===== src/core/gst_pkg.sv =====
// Purpose: shared constants and types for the gated sixteen-bit timer
// Assumes: classic wishbone slave, 32-bit data, one register per word
// Notes: printed offsets are not multiples of four, so they are indices
package gst_pkg;
    // ------------------------------------------------------------
    // register indices, byte address is four times the index
    // ------------------------------------------------------------
    localparam logic [9:0] IDX_COUNT_LOW = 10'h312;
    localparam logic [9:0] IDX_COUNT_HIGH = 10'h313;
    localparam logic [9:0] IDX_CONTROL = 10'h314;
    localparam logic [9:0] IDX_GATE_CONTROL = 10'h315;
    localparam logic [9:0] IDX_CLOCK_SELECT = 10'h317;
    localparam logic [9:0] IDX_SYSTEM = 10'h318;
    localparam int ADDR_LSB = 2;
    localparam int ADDR_W = 12;
    // ------------------------------------------------------------
    // control field positions
    // ------------------------------------------------------------
    localparam int CON_ON = 0;
    localparam int CON_WIDE = 1;
    localparam int CON_NOSYNC = 2;
    localparam int CON_PS_LO = 4;
    localparam int GC_LEVEL = 2;
    localparam int GC_GO = 3;
    localparam int GC_SPM = 4;
    localparam int GC_TGM = 5;
    localparam int GC_POL = 6;
    localparam int GC_EN = 7;
    // system register bits
    localparam int SYS_OVF_FLAG = 0;
    localparam int SYS_OVF_EN = 1;
    localparam int SYS_GATE_FLAG = 2;
    localparam int SYS_GLOBAL_EN = 3;
    localparam int SYS_DISABLE = 4;
    // ------------------------------------------------------------
    // reset values and clock codes
    // ------------------------------------------------------------
    localparam logic [7:0] CONTROL_RESET = 8'h00;
    localparam logic [7:0] GATE_RESET = 8'h00;
    localparam logic [4:0] CLK_SEL_RESET = 5'h00;
    localparam logic [4:0] CLK_SYS = 5'h02;
    localparam logic [4:0] CLK_SYS_QUARTER = 5'h01;
    localparam logic [15:0] COUNT_MAX = 16'hFFFF;
    localparam logic [15:0] COUNT_ZERO = 16'h0000;
    localparam logic [2:0] QUARTER_LAST = 3'h3;

    typedef struct packed {
        logic cyc;
        logic stb;
        logic we;
        logic [ADDR_W-1:0] adr;
        logic [3:0] sel;
        logic [31:0] dat;
    } gst_wb_req_t;

    typedef struct packed {
        logic ack;
        logic [31:0] dat;
    } gst_wb_rsp_t;
endpackage


===== src/core/gst_timer.sv =====
// Purpose: gated sixteen-bit up-counter with prescaler and compare hooks
// Assumes: sys_clk_i 10 MHz, external count and gate pins asynchronous
// Notes: single clock, external edges are detected after synchronisers
// Behaviour
// count up through sixteen bits, wrap to zero, set overflow flag
// overflow request needs timer on, overflow enable and global enable
// software clears the overflow flag in its service routine
// software clears counter and flag before enabling the interrupt
// sleep counting only unsynchronised and not on system clock or quarter
// overflow with enable set wakes the device from sleep
// current count is offered to capture units on capture event
// compare unit event when its value equals the current count
// special trigger clears counter without setting overflow flag
// counter write in same cycle as trigger wins over the clear
// software uses synchronised quarter clock for the special trigger
// module disable bit holds timer in reset, clock disconnected
// prescaler bits 5:4 divide by 1, 2, 4 or 8
// control bit 2 bypasses synchronisation, ignored for system clocks; here ext edges stay synchronised, bit only allows sleep counting
// control bit 1 selects sixteen-bit access versus two byte accesses
// bit 0 switches timer on, gate bit 7 makes gate qualify counting
// gate bit 6 selects active high or active low gate
// gate bit 5 toggles flip-flop on rising gate edges, else held clear
// gate bit 4 enables single-pulse mode controlling the gate
// go bit arms on next edge, self-clears on pulse trailing edge
// clearing single-pulse mode clears the go bit at once
// gate level bit readable always, its fall sets gate event flag
// wide mode: low read latches high, low write loads buffered high
// overflow flag set on the wrapping count, held until cleared
`timescale 1ns/1ns
module gst_timer
(
    input wire logic sys_clk_i,
    input wire logic reset_i,
    input wire gst_pkg::gst_wb_req_t wb_req_i,
    output gst_pkg::gst_wb_rsp_t wb_rsp_o,
    input wire logic ext_clk_i,
    input wire logic gate_i,
    input wire logic sleep_i,
    input wire logic special_trigger_i,
    input wire logic [15:0] compare_value_i,
    output logic [15:0] count_value_o,
    output logic compare_match_o,
    output logic overflow_irq_o,
    output logic wake_o
);
    import gst_pkg::*;

    // ------------------------------------------------------------
    // registers and state
    // ------------------------------------------------------------
    logic [7:0] timer_control;
    logic [7:0] timer_gate_control;
    logic [4:0] clock_source_select;
    logic [15:0] count_value;
    logic [7:0] high_buffer;
    logic overflow_irq_flag;
    logic overflow_irq_enable;
    logic gate_event_irq_flag;
    logic global_irq_enable;
    logic module_disable_bit;
    logic ack;
    logic [31:0] rd_data;
    logic [1:0] ext_sync;
    logic [1:0] gate_sync;
    logic ext_prev;
    logic gate_prev;
    logic level_prev;
    logic [1:0] quarter;
    logic [2:0] prescale_cnt;
    logic toggle_ff;
    logic pulse_acquire_go;
    logic pulse_armed;
    logic blk_reset;

    assign blk_reset = reset_i | module_disable_bit;

    // ------------------------------------------------------------
    // bus decode
    // ------------------------------------------------------------
    logic req;
    logic wr;
    logic rd;
    logic [9:0] idx;
    assign req = wb_req_i.cyc & wb_req_i.stb & ~ack;
    assign wr = req & wb_req_i.we & wb_req_i.sel[0];
    assign rd = req & ~wb_req_i.we;
    assign idx = wb_req_i.adr[ADDR_W-1:ADDR_LSB];
    logic wr_low;
    logic wr_high;
    logic wr_con;
    logic wr_gcon;
    logic wr_sys;
    logic rd_low;
    assign wr_low = wr & (idx == IDX_COUNT_LOW);
    assign wr_high = wr & (idx == IDX_COUNT_HIGH);
    assign wr_con = wr & (idx == IDX_CONTROL);
    assign wr_gcon = wr & (idx == IDX_GATE_CONTROL);
    assign wr_sys = wr & (idx == IDX_SYSTEM);
    assign rd_low = rd & (idx == IDX_COUNT_LOW);
    logic [7:0] wdat;
    assign wdat = wb_req_i.dat[7:0];

    always_ff @(posedge sys_clk_i)
    begin
        if (reset_i)
            ack <= 1'b0;
        else
            ack <= req;
    end

    // ------------------------------------------------------------
    // input synchronisers and clock selection
    // ------------------------------------------------------------
    always_ff @(posedge sys_clk_i)
    begin
        if (reset_i)
        begin
            ext_sync <= 2'b00;
            gate_sync <= 2'b00;
            ext_prev <= 1'b0;
            gate_prev <= 1'b0;
        end
        else
        begin
            ext_sync <= {ext_sync[0], ext_clk_i};
            gate_sync <= {gate_sync[0], gate_i};
            ext_prev <= ext_sync[1];
            gate_prev <= gate_sync[1];
        end
    end

    always_ff @(posedge sys_clk_i)
    begin
        if (blk_reset)
            quarter <= 2'b00;
        else
            quarter <= quarter + 2'b01;
    end

    logic sys_src;
    logic raw_tick;
    logic ext_rise;
    assign sys_src = (clock_source_select == CLK_SYS)
        | (clock_source_select == CLK_SYS_QUARTER);
    assign ext_rise = ext_sync[1] & ~ext_prev;
    always_comb
    begin
        if (clock_source_select == CLK_SYS)
            raw_tick = 1'b1;
        else if (clock_source_select == CLK_SYS_QUARTER)
            raw_tick = ({1'b0, quarter} == QUARTER_LAST);
        else
            raw_tick = ext_rise;
    end

    // sleep stops system-derived and synchronised counting
    logic sleep_ok;
    assign sleep_ok = ~sleep_i
        | (~sys_src & timer_control[CON_NOSYNC]);

    // ------------------------------------------------------------
    // gate path
    // ------------------------------------------------------------
    logic gate_pol;
    logic gate_rise;
    logic gate_level;
    assign gate_pol = gate_sync[1] ~^ timer_gate_control[GC_POL];
    assign gate_rise = gate_sync[1] & ~gate_prev;

    always_ff @(posedge sys_clk_i)
    begin
        if (blk_reset | ~timer_gate_control[GC_TGM])
            toggle_ff <= 1'b0;
        else if (gate_rise)
            toggle_ff <= ~toggle_ff;
    end

    logic gate_pre;
    assign gate_pre = timer_gate_control[GC_TGM] ? toggle_ff : gate_pol;

    always_ff @(posedge sys_clk_i)
    begin
        if (blk_reset)
            level_prev <= 1'b0;
        else
            level_prev <= gate_pre;
    end

    // single-pulse: go arms, pulse passes once, trailing edge clears go
    always_ff @(posedge sys_clk_i)
    begin
        if (blk_reset)
        begin
            pulse_acquire_go <= 1'b0;
            pulse_armed <= 1'b0;
        end
        else if (~timer_gate_control[GC_SPM] | (wr_gcon & ~wdat[GC_SPM]))
        begin
            pulse_acquire_go <= 1'b0;
            pulse_armed <= 1'b0;
        end
        else if (pulse_acquire_go & pulse_armed & level_prev & ~gate_pre)
        begin
            pulse_acquire_go <= 1'b0;
            pulse_armed <= 1'b0;
        end
        else if (wr_gcon & ~wdat[GC_GO] & wdat[GC_SPM])
            pulse_acquire_go <= 1'b0;
        else if (wr_gcon & wdat[GC_GO] & wdat[GC_SPM])
            pulse_acquire_go <= 1'b1;
        else if (pulse_acquire_go & gate_pre & ~level_prev)
            pulse_armed <= 1'b1;
    end

    assign gate_level = timer_gate_control[GC_SPM]
        ? (pulse_armed & gate_pre) : gate_pre;

    // ------------------------------------------------------------
    // prescaler
    // ------------------------------------------------------------
    logic timer_on;
    logic gate_ok;
    logic count_en;
    logic [2:0] ps_limit;
    logic ps_tick;
    assign timer_on = timer_control[CON_ON];
    assign gate_ok = ~timer_gate_control[GC_EN] | gate_level;
    assign count_en = timer_on & gate_ok & sleep_ok & raw_tick;
    assign ps_limit = 3'((4'h1 << timer_control[CON_PS_LO +: 2]) - 4'h1);
    assign ps_tick = count_en & (prescale_cnt == ps_limit);

    always_ff @(posedge sys_clk_i)
    begin
        if (blk_reset | wr_low)
            prescale_cnt <= 3'h0;
        else if (count_en)
            prescale_cnt <= ps_tick ? 3'h0 : prescale_cnt + 3'h1;
    end

    // ------------------------------------------------------------
    // counter and wide-access buffer
    // ------------------------------------------------------------
    logic wrap;
    assign wrap = ps_tick & (count_value == COUNT_MAX);

    always_ff @(posedge sys_clk_i)
    begin
        if (blk_reset)
            count_value <= COUNT_ZERO;
        else if (wr_low & timer_control[CON_WIDE])
            count_value <= {high_buffer, wdat};
        else if (wr_low)
            count_value[7:0] <= wdat;
        else if (wr_high & ~timer_control[CON_WIDE])
            count_value[15:8] <= wdat;
        else if (special_trigger_i)
            count_value <= COUNT_ZERO;
        else if (ps_tick)
            count_value <= count_value + 16'h0001;
    end

    always_ff @(posedge sys_clk_i)
    begin
        if (blk_reset)
            high_buffer <= 8'h00;
        else if (rd_low & timer_control[CON_WIDE])
            high_buffer <= count_value[15:8];
        else if (wr_high & timer_control[CON_WIDE])
            high_buffer <= wdat;
    end

    // ------------------------------------------------------------
    // software registers and flags
    // ------------------------------------------------------------
    always_ff @(posedge sys_clk_i)
    begin
        if (blk_reset)
        begin
            timer_control <= CONTROL_RESET;
            timer_gate_control <= GATE_RESET;
            clock_source_select <= CLK_SEL_RESET;
            overflow_irq_enable <= 1'b0;
            global_irq_enable <= 1'b0;
        end
        else
        begin
            if (wr_con)
                timer_control <= wdat;
            if (wr_gcon)
                timer_gate_control <= wdat;
            if (wr & (idx == IDX_CLOCK_SELECT))
                clock_source_select <= wdat[4:0];
            if (wr_sys)
            begin
                overflow_irq_enable <= wdat[SYS_OVF_EN];
                global_irq_enable <= wdat[SYS_GLOBAL_EN];
            end
        end
    end

    // disable bit lives outside the held reset so software can clear it
    always_ff @(posedge sys_clk_i)
    begin
        if (reset_i)
            module_disable_bit <= 1'b0;
        else if (wr_sys)
            module_disable_bit <= wdat[SYS_DISABLE];
    end

    // set wins over a software clear in the same cycle
    always_ff @(posedge sys_clk_i)
    begin
        if (blk_reset)
        begin
            overflow_irq_flag <= 1'b0;
            gate_event_irq_flag <= 1'b0;
        end
        else
        begin
            if (wrap & ~special_trigger_i & ~wr_low
                & ~(wr_high & ~timer_control[CON_WIDE]))
                overflow_irq_flag <= 1'b1;
            else if (wr_sys & ~wdat[SYS_OVF_FLAG])
                overflow_irq_flag <= 1'b0;
            if (level_prev & ~gate_level)
                gate_event_irq_flag <= 1'b1;
            else if (wr_sys & ~wdat[SYS_GATE_FLAG])
                gate_event_irq_flag <= 1'b0;
        end
    end

    // ------------------------------------------------------------
    // read mux
    // ------------------------------------------------------------
    logic [7:0] gcon_rd;
    assign gcon_rd = {timer_gate_control[7:4], pulse_acquire_go,
        gate_level, 2'b00};
    always_ff @(posedge sys_clk_i)
    begin
        if (reset_i)
            rd_data <= 32'h0000_0000;
        else if (rd)
        begin
            unique case (idx)
                IDX_COUNT_LOW: rd_data <= {24'h0, count_value[7:0]};
                IDX_COUNT_HIGH: rd_data <= {24'h0, timer_control[CON_WIDE]
                    ? high_buffer : count_value[15:8]};
                IDX_CONTROL: rd_data <= {24'h0, timer_control};
                IDX_GATE_CONTROL: rd_data <= {24'h0, gcon_rd};
                IDX_CLOCK_SELECT: rd_data <= {27'h0, clock_source_select};
                IDX_SYSTEM: rd_data <= {27'h0, module_disable_bit,
                    global_irq_enable, gate_event_irq_flag,
                    overflow_irq_enable, overflow_irq_flag};
                default: rd_data <= 32'h0000_0000;
            endcase
        end
    end

    // ------------------------------------------------------------
    // outputs
    // ------------------------------------------------------------
    assign wb_rsp_o.ack = ack;
    assign wb_rsp_o.dat = rd_data;
    assign count_value_o = count_value;
    assign compare_match_o = (compare_value_i == count_value);
    assign overflow_irq_o = overflow_irq_flag & timer_on
        & overflow_irq_enable & global_irq_enable;
    assign wake_o = sleep_i & overflow_irq_flag
        & overflow_irq_enable;

    // ------------------------------------------------------------
    // checks
    // ------------------------------------------------------------
    a_wrap_sets_flag: assert property (@(posedge sys_clk_i)
        disable iff (blk_reset)
        wrap & ~special_trigger_i & ~wr_low & ~wr_high
        |=> overflow_irq_flag & count_value == COUNT_ZERO)
        else $error("wrap did not set overflow flag");
    a_trigger_clears: assert property (@(posedge sys_clk_i)
        disable iff (blk_reset)
        special_trigger_i & ~wr_low & ~wr_high & ~overflow_irq_flag
        |=> count_value == COUNT_ZERO & ~overflow_irq_flag)
        else $error("trigger clear wrong");
    a_write_wins: assert property (@(posedge sys_clk_i)
        disable iff (blk_reset)
        wr_low & ~timer_control[CON_WIDE] & special_trigger_i
        |=> count_value[7:0] == $past(wdat))
        else $error("write lost to trigger");
    a_irq_gating: assert property (@(posedge sys_clk_i)
        disable iff (blk_reset)
        overflow_irq_o |-> timer_on & overflow_irq_enable)
        else $error("irq without enables");
    a_spm_clears_go: assert property (@(posedge sys_clk_i)
        disable iff (blk_reset)
        $fell(timer_gate_control[GC_SPM]) |-> ~pulse_acquire_go)
        else $error("go survived mode clear");
    a_toggle_held: assert property (@(posedge sys_clk_i)
        disable iff (blk_reset)
        ~timer_gate_control[GC_TGM] [*2] |-> ~toggle_ff)
        else $error("toggle not held clear");
    a_gate_fall_flag: assert property (@(posedge sys_clk_i)
        disable iff (blk_reset)
        level_prev & ~gate_level |=> gate_event_irq_flag)
        else $error("gate fall missed");
    a_off_holds: assert property (@(posedge sys_clk_i)
        disable iff (blk_reset)
        ~timer_on & ~wr_low & ~wr_high & ~special_trigger_i
        |=> $stable(count_value))
        else $error("counted while off");
    a_div8_spacing: assert property (@(posedge sys_clk_i)
        disable iff (blk_reset)
        ps_tick & timer_control[CON_PS_LO +: 2] == 2'b11
        & clock_source_select == CLK_SYS & ~wr_con & ~wr_low
        |=> ~ps_tick [*7])
        else $error("prescale by 8 wrong");
endmodule


===== config.mk =====
export PLATFORM = sky130hd
export DESIGN_NAME = gst_timer
export DESIGN_NICKNAME = d
export VERILOG_FILES = /design/src/core/gst_pkg.sv /design/src/core/gst_timer.sv
export SDC_FILE = /design/constraint.sdc
export NUM_CORES = 1
export LEC_CHECK = 0
export ABC_AREA = 1
export BUFFER_PORTS_ARGS = -buffer_cell sky130_fd_sc_hd__buf_4
export CORE_ASPECT_RATIO = 1.5
export CORE_MARGIN = 2
export CORE_UTILIZATION = 35
export CTS_CLUSTER_SIZE = 28
export DETAILED_ROUTE_END_ITERATION = 7
export GPL_ROUTABILITY_DRIVEN = 0
export PLACE_DENSITY = 0.55
export SLEW_MARGIN = 15
export SYNTH_ARGS = -nofsm -noshare
export SYNTH_HDL_FRONTEND = slang
export SYNTH_SLANG_ARGS = --single-unit

===== constraint.sdc =====
create_clock -name sys_clk_i -period 2.2 [get_ports sys_clk_i]
set_input_delay 0.22 -clock sys_clk_i [delete_from_list [all_inputs] [get_ports sys_clk_i]]
set_output_delay 0.22 -clock sys_clk_i [all_outputs]
set_load 0.05 [all_outputs]

# After elaboration in Yosys (flattened, before gate mapping)
# Index checks and enable logic that the tools add are counted.
[totals] ff_bits=98 latchBits=0 mem_bits_rw=0 romBits=0 inputBits=73 mem_count=0
[classes] addsub=4 mul=0 div=0 magnitude_cmp=0 eq_ne=14 n_shift=1 muxes=20 bitwise=77 n_reduce_logical=10
[op_table] op="10-bit equality test (second input constant)" n=6
[op_table] op="8-bit two-way mux" n=7
[op_table] op="16-bit two-way mux" n=3
[op_table] op="8-bit case mux with 6 select lines" n=1
[op_table] op="1-bit AND" n=46
[op_table] op="1-bit NOT" n=23
[op_table] op="16-bit by 1-bit adder with 16-bit output (second input constant)" n=1
[op_table] op="16-bit equality test" n=1
[op_table] op="16-bit equality test (second input constant)" n=1
[op_table] op="1-bit two-way mux" n=8
[op_table] op="4-bit nonzero test" n=2
[op_table] op="1-bit bitwise OR" n=7
[op_table] op="2-bit nonzero test" n=3
[op_table] op="5-bit by 1-bit equality test with 1-bit output (second input constant)" n=1
[op_table] op="5-bit by 2-bit equality test with 1-bit output (second input constant)" n=1
[op_table] op="2-bit AND reduction" n=2
[op_table] op="4-bit OR reduction" n=1
[op_table] op="3-bit by 1-bit adder with 3-bit output (second input constant)" n=1
[op_table] op="3-bit equality test" n=1
[op_table] op="3-bit two-way mux" n=1
[op_table] op="3-bit inequality test (second input constant)" n=1
[op_table] op="3-bit AND reduction" n=1
[op_table] op="3-bit OR reduction" n=1
[op_table] op="1-bit by 2-bit left shift with 3-bit output (first input constant)" n=1
[op_table] op="5 further kinds" n=5

# Depth between registers and ports, before layout
# Gate-level depths: netlist of the first run.
[logic_depth] word_depth=14 depth_mapped=14 depth_no_buf=13

# Least setup slack after synthesis of the first run
# No wires, ideal clock.
[synth_path] path_kind="reg-to-output" startpoint="reg count_value[0], in the netlist count_value_o[0]" endpoint="out compare_match_o" arrival_time_ns=2.729 slack_ns=-0.749 stages_incl_launch_ff=5 n_path_buf=1 cell_sequence="dfxtp_1 clkbuf_1 xnor2_1 nand4_1 nor4_1"
[synth_between] elab_chain_cells=1
[synth_lines] item="start, declared" line_no="gst_timer.sv:54" rtl="logic [15:0] count_value;"
[synth_lines] item="start signal, assigned" line_no="gst_timer.sv:251" rtl="count_value <= {high_buffer, wdat};"
[synth_lines] item="start signal, assigned" line_no="gst_timer.sv:253" rtl="count_value[7:0] <= wdat;"
[synth_lines] item="start signal, assigned" line_no="gst_timer.sv:259" rtl="count_value <= count_value + 16'h0001;"
[synth_lines] item="16-bit equality test" line_no="gst_timer.sv:365" rtl="assign compare_match_o = (compare_value_i == count_value);"
[synth_lines] item="end, declared" line_no="gst_timer.sv:42" rtl="output logic compare_match_o,"
# Every way passes these cells.

# Final worst setup path of the first run
[layout_path] startpoint="reg count_value[12], in the netlist count_value_o[12]" endpoint="out compare_match_o"
# Same word-level chain as after synthesis.

==> results.toml, run 1 <==
[outcome]
outcome = "finished clean"

[detailed_routing]
drc = 0
vias = 4504
drt_pass1_iterations = 5
post_drt_via_cell_ratio = 5.12
postRouteAntennaNets = 0
wl_per_cell_um = 16.3
initialDrtViolationCount = 334
route.final.wire_length_um = 14300

[synthesis]
synth_largest_type_area_fraction_pct = 32.3
post-synth-top-area-cell = "sky130_fd_sc_hd__dfxtp_1"
synth_flop_cell = "sky130_fd_sc_hd__dfxtp_1"
synth-async-reset-ratio_pct = 0
synth_cell_type_count = 44
post_synth_most_frequent_cells = "141 x sky130_fd_sc_hd__nand2_1, 70 x sky130_fd_sc_hd__dfxtp_1, 59 x sky130_fd_sc_hd__nor2_1"
mappedNetlistArea_mm2 = 0.00434
post-synth-top-count-cell = "sky130_fd_sc_hd__nand2_1"
synth-warning-count = 0
netlist_instances = 645
yosysSeqAreaShare_pct = 32.3
syn-mean-instance-area_um2 = 6.72
synth_enable_flop_cells = 0
ys_top_cells_by_area = "sky130_fd_sc_hd__dfxtp_1 32%, sky130_fd_sc_hd__nand2_1 12%, sky130_fd_sc_hd__a21oi_1 6.7%, sky130_fd_sc_hd__o21ai_0 6.6%, sky130_fd_sc_hd__nor2_1 5.1%"
number_of_synthesized_register_bits = 70

[sta]
fmax_ghz = 0.506
grt_setup_unrepaired = "false"
relSlewSlack_pct = 57.8
layout_worst_path_cycle_share_pct = 89.7
fin_crit_ns = 1.97
timing_hold_violations_final = 0
final.setup.tns_ns = 0
setup_viol = 0
skew_ns = 0.0129
worst_slew_pin_slew_ns = 0.633
final_max_slew_viol_count = 0

[worst_setup_path]
worst_ep_required_ns = 1.98
path_class = "reg2out"
cp_data_arrival_time_ns = 1.75
critical_path.cell_chain = "inv_1 > or2_2 > nand4_1 > nand3b_1 > nor4_4 > buf_4"
reg2reg_depth = 11
crit_start = "count_value_o[12]"
setup.worst_path.end = "compare_match_o"
rr_startpoint = "timer_gate_control[5]"
setup.reg_to_reg.worst_slack_ns = 0.25
worst_r2r_endpoint = "count_value_o[3]"
critPathMaxStageDelay_ns = 0.50
worst_path_max_delay_cell = "sky130_fd_sc_hd__dfxtp_1"
endpoint_kind = "output pin"
startpoint_type = "flip-flop"
highest_net_fanout_along_the_worst_path = 7

[clock_tree]
clk_root_buffer_cell = "sky130_fd_sc_hd__clkbuf_16"
clk_latency_ns = 0.34
cts_resized = 0
clock_tree.htree_level_count = 3
cts_tree = "yes"
tritoncts_num_sinks = 70
clkSlewWorstSetupHoldPaths_ns = 0.06
cts_buffers = 9
postCtsSetupRepairBufs = 0
clock_path_buffers = 2
postCtsHoldBufs = 0

[placed_design]
post_dp_hpwl_um = 11200
place.port_buffers = 71
dp_cells = 863

[pwr]
p_sw_uw = 903
power_per_cell_area_mw_per_mm2 = 620
ir_worst_vdd_mv = 0.363
cell_internal_pwr_uw = 2410
power.leakage_uw = 0.00229
power_share_of_the_clock_group_pct = 48.2
seqPwrFrac_pct = 39.5
comb_power_share_pct = 12.3
fraction_of_power_spent_switching_nets_pct = 27.3

[hold_path]
worstHoldPathCells = 3
hp-class = "in2reg"

[grt]
grt_first_pass_wirelength_um = 22100
grt-ovfl-total = 0
grt_usage_pct = 21.7
grt_max_degree = 32
vias_in_the_first_global_route = 4193
antenna_violations_before_repair = 0

[finish]
num-nets-final = 797
layout-area-overhead-vs-synth_pct = 23.2
num_antenna_cells = 0
final_layout_size_suffix_gt1_share_pct = 19.6
post_layout_nonfiller_instances = 879

[floorplanning]
dieWidth_um = 94.9
core.rowCount = 49
fp.dieH_um = 140
start_util_pct = 36.1
die-area_mm2 = 0.0133
pin_count = 125
core_footprint_mm2 = 0.0120

[flow_run]
max_cap_violations = 0
## flip-flops by register name, summed over array words and instances (netlist names), 2 cells and up
register / flops
count_value_o: 16
quarter: 2
timer_control: 8
rd_data: 8
gate_sync: 2
prescale_cnt: 3
clock_source_select: 5
timer_gate_control: 4
high_buffer: 8
ext_sync: 2
## worst min path at each step
stage	startpoint	endpoint	slack [ns]
after CTS	gate_i	gate_sync[0]	0.08
after floorplan	ext_clk_i	ext_sync[0]	0.33
after global placement	gate_sync[0]	gate_sync[1]	0.39
after detailed placement	gate_sync[0]	gate_sync[1]	0.40
final	gate_i	gate_sync[0]	0.09
after global routing	ext_clk_i	ext_sync[0]	0.11
## metrics by stage
stage,hold WS (ns),cell area [µm²],worst slack (ns),total power [µW],util [%]
2_1_floorplan,0.327,4440,0.0785,1630,-
3_3_place_gp,0.390,5020,0.251,1740,41.8
3_5_place_dp,0.397,5020,0.261,1740,41.8
4_1_cts,0.0844,5340,0.204,3320,44.5
5_1_grt,0.110,5340,0.106,3410,44.5
6_report,0.0889,5340,0.226,3310,44.5
## layer usage
| metal | wire length, µm | GRT usage [%] |
|---|---|---|
| met5 | 0 | 0 |
| met4 | 660 | 11.2 |
| met3 | 868 | 3.23 |
| met2 | 6980 | 36.9 |
| met1 | 5780 | 26.0 |
## power groups by stage
stage / combinational (µW) / sequential (µW) / clock (µW)
2_1_floorplan: 263 / 1360 / 0
3_5_place_dp: 407 / 1330 / 0
6_report: 408 / 1310 / 1600
4_1_cts: 408 / 1310 / 1610
3_3_place_gp: 404 / 1330 / 0
5_1_grt: 440 / 1310 / 1660
## cells in the final DEF (no fill, tap or decap), types with 2 or more instances in the layout
cell / netlist / final
sky130_fd_sc_hd__clkinv_2: 1 / 2
sky130_fd_sc_hd__nor2_2: 5 / 5
sky130_fd_sc_hd__ha_1: 3 / 3
sky130_fd_sc_hd__nor3_4: 2 / 2
sky130_fd_sc_hd__nand3_1: 40 / 40
sky130_fd_sc_hd__a41oi_1: 3 / 3
sky130_fd_sc_hd__clkinv_4: 0 / 3
sky130_fd_sc_hd__a21oi_1: 58 / 58
sky130_fd_sc_hd__nand3_2: 4 / 4
sky130_fd_sc_hd__a221oi_1: 4 / 4
sky130_fd_sc_hd__buf_4: 26 / 91
sky130_fd_sc_hd__xnor2_1: 16 / 16
sky130_fd_sc_hd__nand3b_1: 2 / 2
sky130_fd_sc_hd__o211ai_1: 4 / 4
sky130_fd_sc_hd__a22oi_1: 2 / 2
sky130_fd_sc_hd__conb_1: 1 / 24
sky130_fd_sc_hd__clkbuf_16: 0 / 9
sky130_fd_sc_hd__inv_1: 55 / 55
sky130_fd_sc_hd__nor2_1: 59 / 59
sky130_fd_sc_hd__nor2_4: 2 / 2
sky130_fd_sc_hd__dfxtp_1: 70 / 70
sky130_fd_sc_hd__nand3_4: 2 / 2
sky130_fd_sc_hd__nand2_4: 3 / 3
sky130_fd_sc_hd__bufinv_16: 0 / 2
sky130_fd_sc_hd__nor3_1: 4 / 4
sky130_fd_sc_hd__a31oi_1: 2 / 2
sky130_fd_sc_hd__nand2_1: 141 / 141
sky130_fd_sc_hd__o21ai_0: 57 / 57
sky130_fd_sc_hd__xor2_1: 8 / 8
sky130_fd_sc_hd__o21ai_1: 3 / 3
sky130_fd_sc_hd__inv_2: 8 / 8
sky130_fd_sc_hd__o22ai_1: 7 / 7
sky130_fd_sc_hd__nand4_1: 15 / 15
sky130_fd_sc_hd__or2_2: 4 / 4
## cells by family after synthesis
group / count (synthesis) / synth area share [%]
xor gates and xnor gates: 24 / 4.85
adders and majority gates: 3 / 0.866
DFF: 70 / 32.3
other: 1 / 0.0865
buffers and inverters: 114 / 12.4
and+or+nand+nor: 288 / 30.9
AOI/OAI and AO/OA: 145 / 18.6
## cell type report
type                    instances  area [µm²]
well taps                     153         191
fillers                      1299        6670
multi-input cells             484        2500
clock inverters                 7        98.8
repair buffers                 91         683
clock buffers                   9         225
inverters                      65         245
flip-flops and latches         70        1400
## critical path, delay by kind of cell (launching register included)
| kind | cells | cell delay [ns] |
|---|---|---|
| buf+inv | 2 | 0.35 |
| flops | 1 | 0.50 |
| simple gates | 4 | 0.56 |
No activity file was read; power rests on OpenSTA's default activity.
==> run 2: changes to the inputs <==
Settings changed: ABC_AREA 1 to default, PLACE_DENSITY 0.55 to 0.57.
Clock period 2.2 ns to 1.8 ns, I/O delays scaled along.
==> results.toml, run 2 <==
[synthesis]
synth-simple-area-share_pct = 26.0
synth_cell_type_count = 65
number_of_synthesized_register_bits = 70
synth-warning-count = 0
post-synth-top-count-cell = "sky130_fd_sc_hd__dfxtp_1"
ys_top_cells_by_area = "sky130_fd_sc_hd__dfxtp_1 33%, sky130_fd_sc_hd__mux2i_1 7.4%, sky130_fd_sc_hd__nor2_1 5.5%, sky130_fd_sc_hd__xnor2_1 5.2%, sky130_fd_sc_hd__buf_4 4.5%"
post_synth_most_frequent_cells = "70 x sky130_fd_sc_hd__dfxtp_1, 62 x sky130_fd_sc_hd__nor2_1, 44 x sky130_fd_sc_hd__nand2_1"
mappedNetlistArea_mm2 = 0.00421
synth_top_family_by_area = "simple AND/OR/NAND/NOR gates"
synth_enable_flop_cells = 0
synth-async-reset-ratio_pct = 0
synth_flop_cell = "sky130_fd_sc_hd__dfxtp_1"
yosys-mux-area-fraction_pct = 8.44
synth_compound_gate_area_share_pct = 17.2
syn-mean-instance-area_um2 = 8.25
synthXorXnorAreaFrac_pct = 5.83
yosysSeqAreaShare_pct = 33.3
post-synth-top-area-cell = "sky130_fd_sc_hd__dfxtp_1"
synthAdderAreaFrac_pct = 0.892
netlist_instances = 510
synth_largest_type_area_fraction_pct = 33.3

[sta]
timing_hold_violations_final = 0
fin_crit_ns = 2.01
holdWs_ns = 0.0537
skew_ns = 0.00921
fmax_ghz = 0.496
layout_worst_path_cycle_share_pct = 112
final.setup.worst_slack_ns = -0.215
setup_viol = 18
grt_setup_unrepaired = "true"
final_max_slew_viol_count = 0

[placed_design]
dp_cells = 799
post_dp_hpwl_um = 11500
placed_area_mm2 = 0.00558
place.port_buffers = 71

[grt]
grt_first_pass_wirelength_um = 23200
grt_usage_pct = 23.4
antenna_violations_before_repair = 0
grt_max_degree = 32
grt-ovfl-total = 0
vias_in_the_first_global_route = 4481

[floorplanning]
core.rowCount = 49
die-area_mm2 = 0.0129
pin_count = 125
fp.dieH_um = 138
dieWidth_um = 93.5
core_footprint_mm2 = 0.0119
start_util_pct = 35.4

[hold_path]
hp-class = "in2reg"

[pwr]
report.power.total_uw = 4010
ir_worst_vdd_mv = 0.445
comb_power_share_pct = 13.3
seqPwrFrac_pct = 39.2
power_share_of_the_clock_group_pct = 47.5
cell_internal_pwr_uw = 2970
power.leakage_uw = 0.00266
fraction_of_power_spent_switching_nets_pct = 25.8
p_sw_uw = 1030
power_per_cell_area_mw_per_mm2 = 629

[clock_tree]
postCtsHoldBufs = 0
clkSlewWorstSetupHoldPaths_ns = 0.06
clock_path_buffers = 2
cts_tree = "yes"
clk_latency_ns = 0.34
clock_tree.htree_level_count = 3
cts_buffers = 9
tritoncts_num_sinks = 70
clk_root_buffer_cell = "sky130_fd_sc_hd__clkbuf_16"

[finish]
post_layout_nonfiller_instances = 829
layout-area-overhead-vs-synth_pct = 51.2
num-nets-final = 747
final_layout_size_suffix_gt1_share_pct = 42.3
num_antenna_cells = 0
flip_flop_count_of_the_largest_register_all_copies_and_words_added = 16
final.fill_count = 1068
most-common-layout-cells = "166 x sky130_fd_sc_hd__buf_4, 55 x sky130_fd_sc_hd__nor2_1, 54 x sky130_fd_sc_hd__dfxtp_1"
mostFrequentLayoutCell = "sky130_fd_sc_hd__buf_4"
layout_cell_area_excl_fill_mm2 = 0.00637

[flow_run]
max_cap_violations = 0

[detailed_routing]
postRouteAntennaNets = 0
drt_pass1_iterations = 5
vias = 4494
wl_per_cell_um = 18.5
drc = 0
initialDrtViolationCount = 210
route.final.wire_length_um = 15300
post_drt_via_cell_ratio = 5.42

[outcome]
outcome = "finished with violations"
failing_checks = "negative setup slack"

[worst_setup_path]
rr_startpoint = "clock_source_select[0]"
path_class = "reg2reg"
setup.worst_path.end = "count_value_o[2]"
startpoint_type = "flip-flop"
reg2reg_depth = 7
worst_ep_required_ns = 2.06
cp_data_arrival_time_ns = 2.27
highest_net_fanout_along_the_worst_path = 5
crit_start = "clock_source_select[0]"
worst_r2r_endpoint = "count_value_o[2]"
endpoint_kind = "flip-flop"
setup.reg_to_reg.worst_slack_ns = -0.21
## run 2: cell types whose count changed in the layout (fill, tap and decap cells not counted), sizes merged, moves of 7 or more
cell,previous run,this run
nor2b,0,10
a21oi,58,19
buf,91,180
o21ai,60,14
nand3,46,26
and3,0,11
inv,63,8
mux2i,0,31
a21o,0,7
xnor2,16,25
nand2,145,44
a211oi,0,12
## run 2: worst min-delay path by stage
stage,depth (start not counted),to,startpoint
6_report,2,ext_sync[0],ext_clk_i
5_1_grt,2,gate_sync[0],gate_i
4_1_cts,2,ext_sync[0],ext_clk_i
3_5_place_dp,2,gate_sync[0],gate_i
3_3_place_gp,2,gate_sync[0],gate_i
2_1_floorplan,1,ext_prev,reset_i
## run 2: power by group through the flow
| stage | Clock [µW] | Sequential (µW) | Combinational (µW) |
|---|---|---|---|
| 2_1_floorplan | 0 | 1630 | 295 |
| 3_3_place_gp | 0 | 1610 | 485 |
| 3_5_place_dp | 0 | 1610 | 488 |
| 4_1_cts | 1930 | 1570 | 508 |
| 5_1_grt | 2000 | 1570 | 561 |
| 6_report | 1900 | 1570 | 533 |
## run 2: worst max-delay path, stage by stage, from the launching register on
cell	delay, ns
sky130_fd_sc_hd__dfxtp_2	0.32
sky130_fd_sc_hd__buf_4	0.14
sky130_fd_sc_hd__nor3b_1	0.13
sky130_fd_sc_hd__a32oi_1	0.17
sky130_fd_sc_hd__and4b_2	0.37
sky130_fd_sc_hd__nand4_1	0.26
sky130_fd_sc_hd__or3_1	0.38
sky130_fd_sc_hd__a31oi_1	0.16
## run 2: kinds of logic (layout without fill, tap and decap cells)
kind of cell	Yosys count	after routing
xor gates and xnor gates	28	28
buffers and inverters	61	203
adders and majority gates	3	3
and+or+nand+nor	213	213
AOI/OAI and AO/OA	99	100
DFF	70	70
muxes	35	35
other	1	24
## run 2: routing by layer
| layer | track usage, % | routed length [µm] |
|---|---|---|
| met1 | 24.4 | 5510 |
| met2 | 42.0 | 8150 |
| met3 | 3.49 | 772 |
| met4 | 16.1 | 884 |
| met5 | 0 | 0 |
## run 2: stage by stage
stage | utilization (%) | setup WS, ns | setup TNS (ns)
2_1_floorplan | - | -0.236 | -4.15
3_3_place_gp | 46.9 | -0.480 | -12.56
3_5_place_dp | 46.9 | -0.512 | -13.77
4_1_cts | 52.0 | -0.212 | -2.36
5_1_grt | 53.5 | -0.277 | -3.77
6_report | 53.5 | -0.215 | -2.33
## run 2: final cells by class
type	count	area (µm²)	area share (%)
multi-input combinational	403	2960	46.5
tap	153	191	3.01
sequential	70	1440	22.6
clock inverter	2	36.3	0.570
inverter	7	26.3	0.413
timing repair buffer	180	1430	22.4
clock buffer	14	284	4.46
## run 2: repair_timing
action,CTS,global route
resized for setup,48,32
cloned,1,0
endpoints found under the setup margin,31,34
setup buffers,11,4
pin swaps,24,14
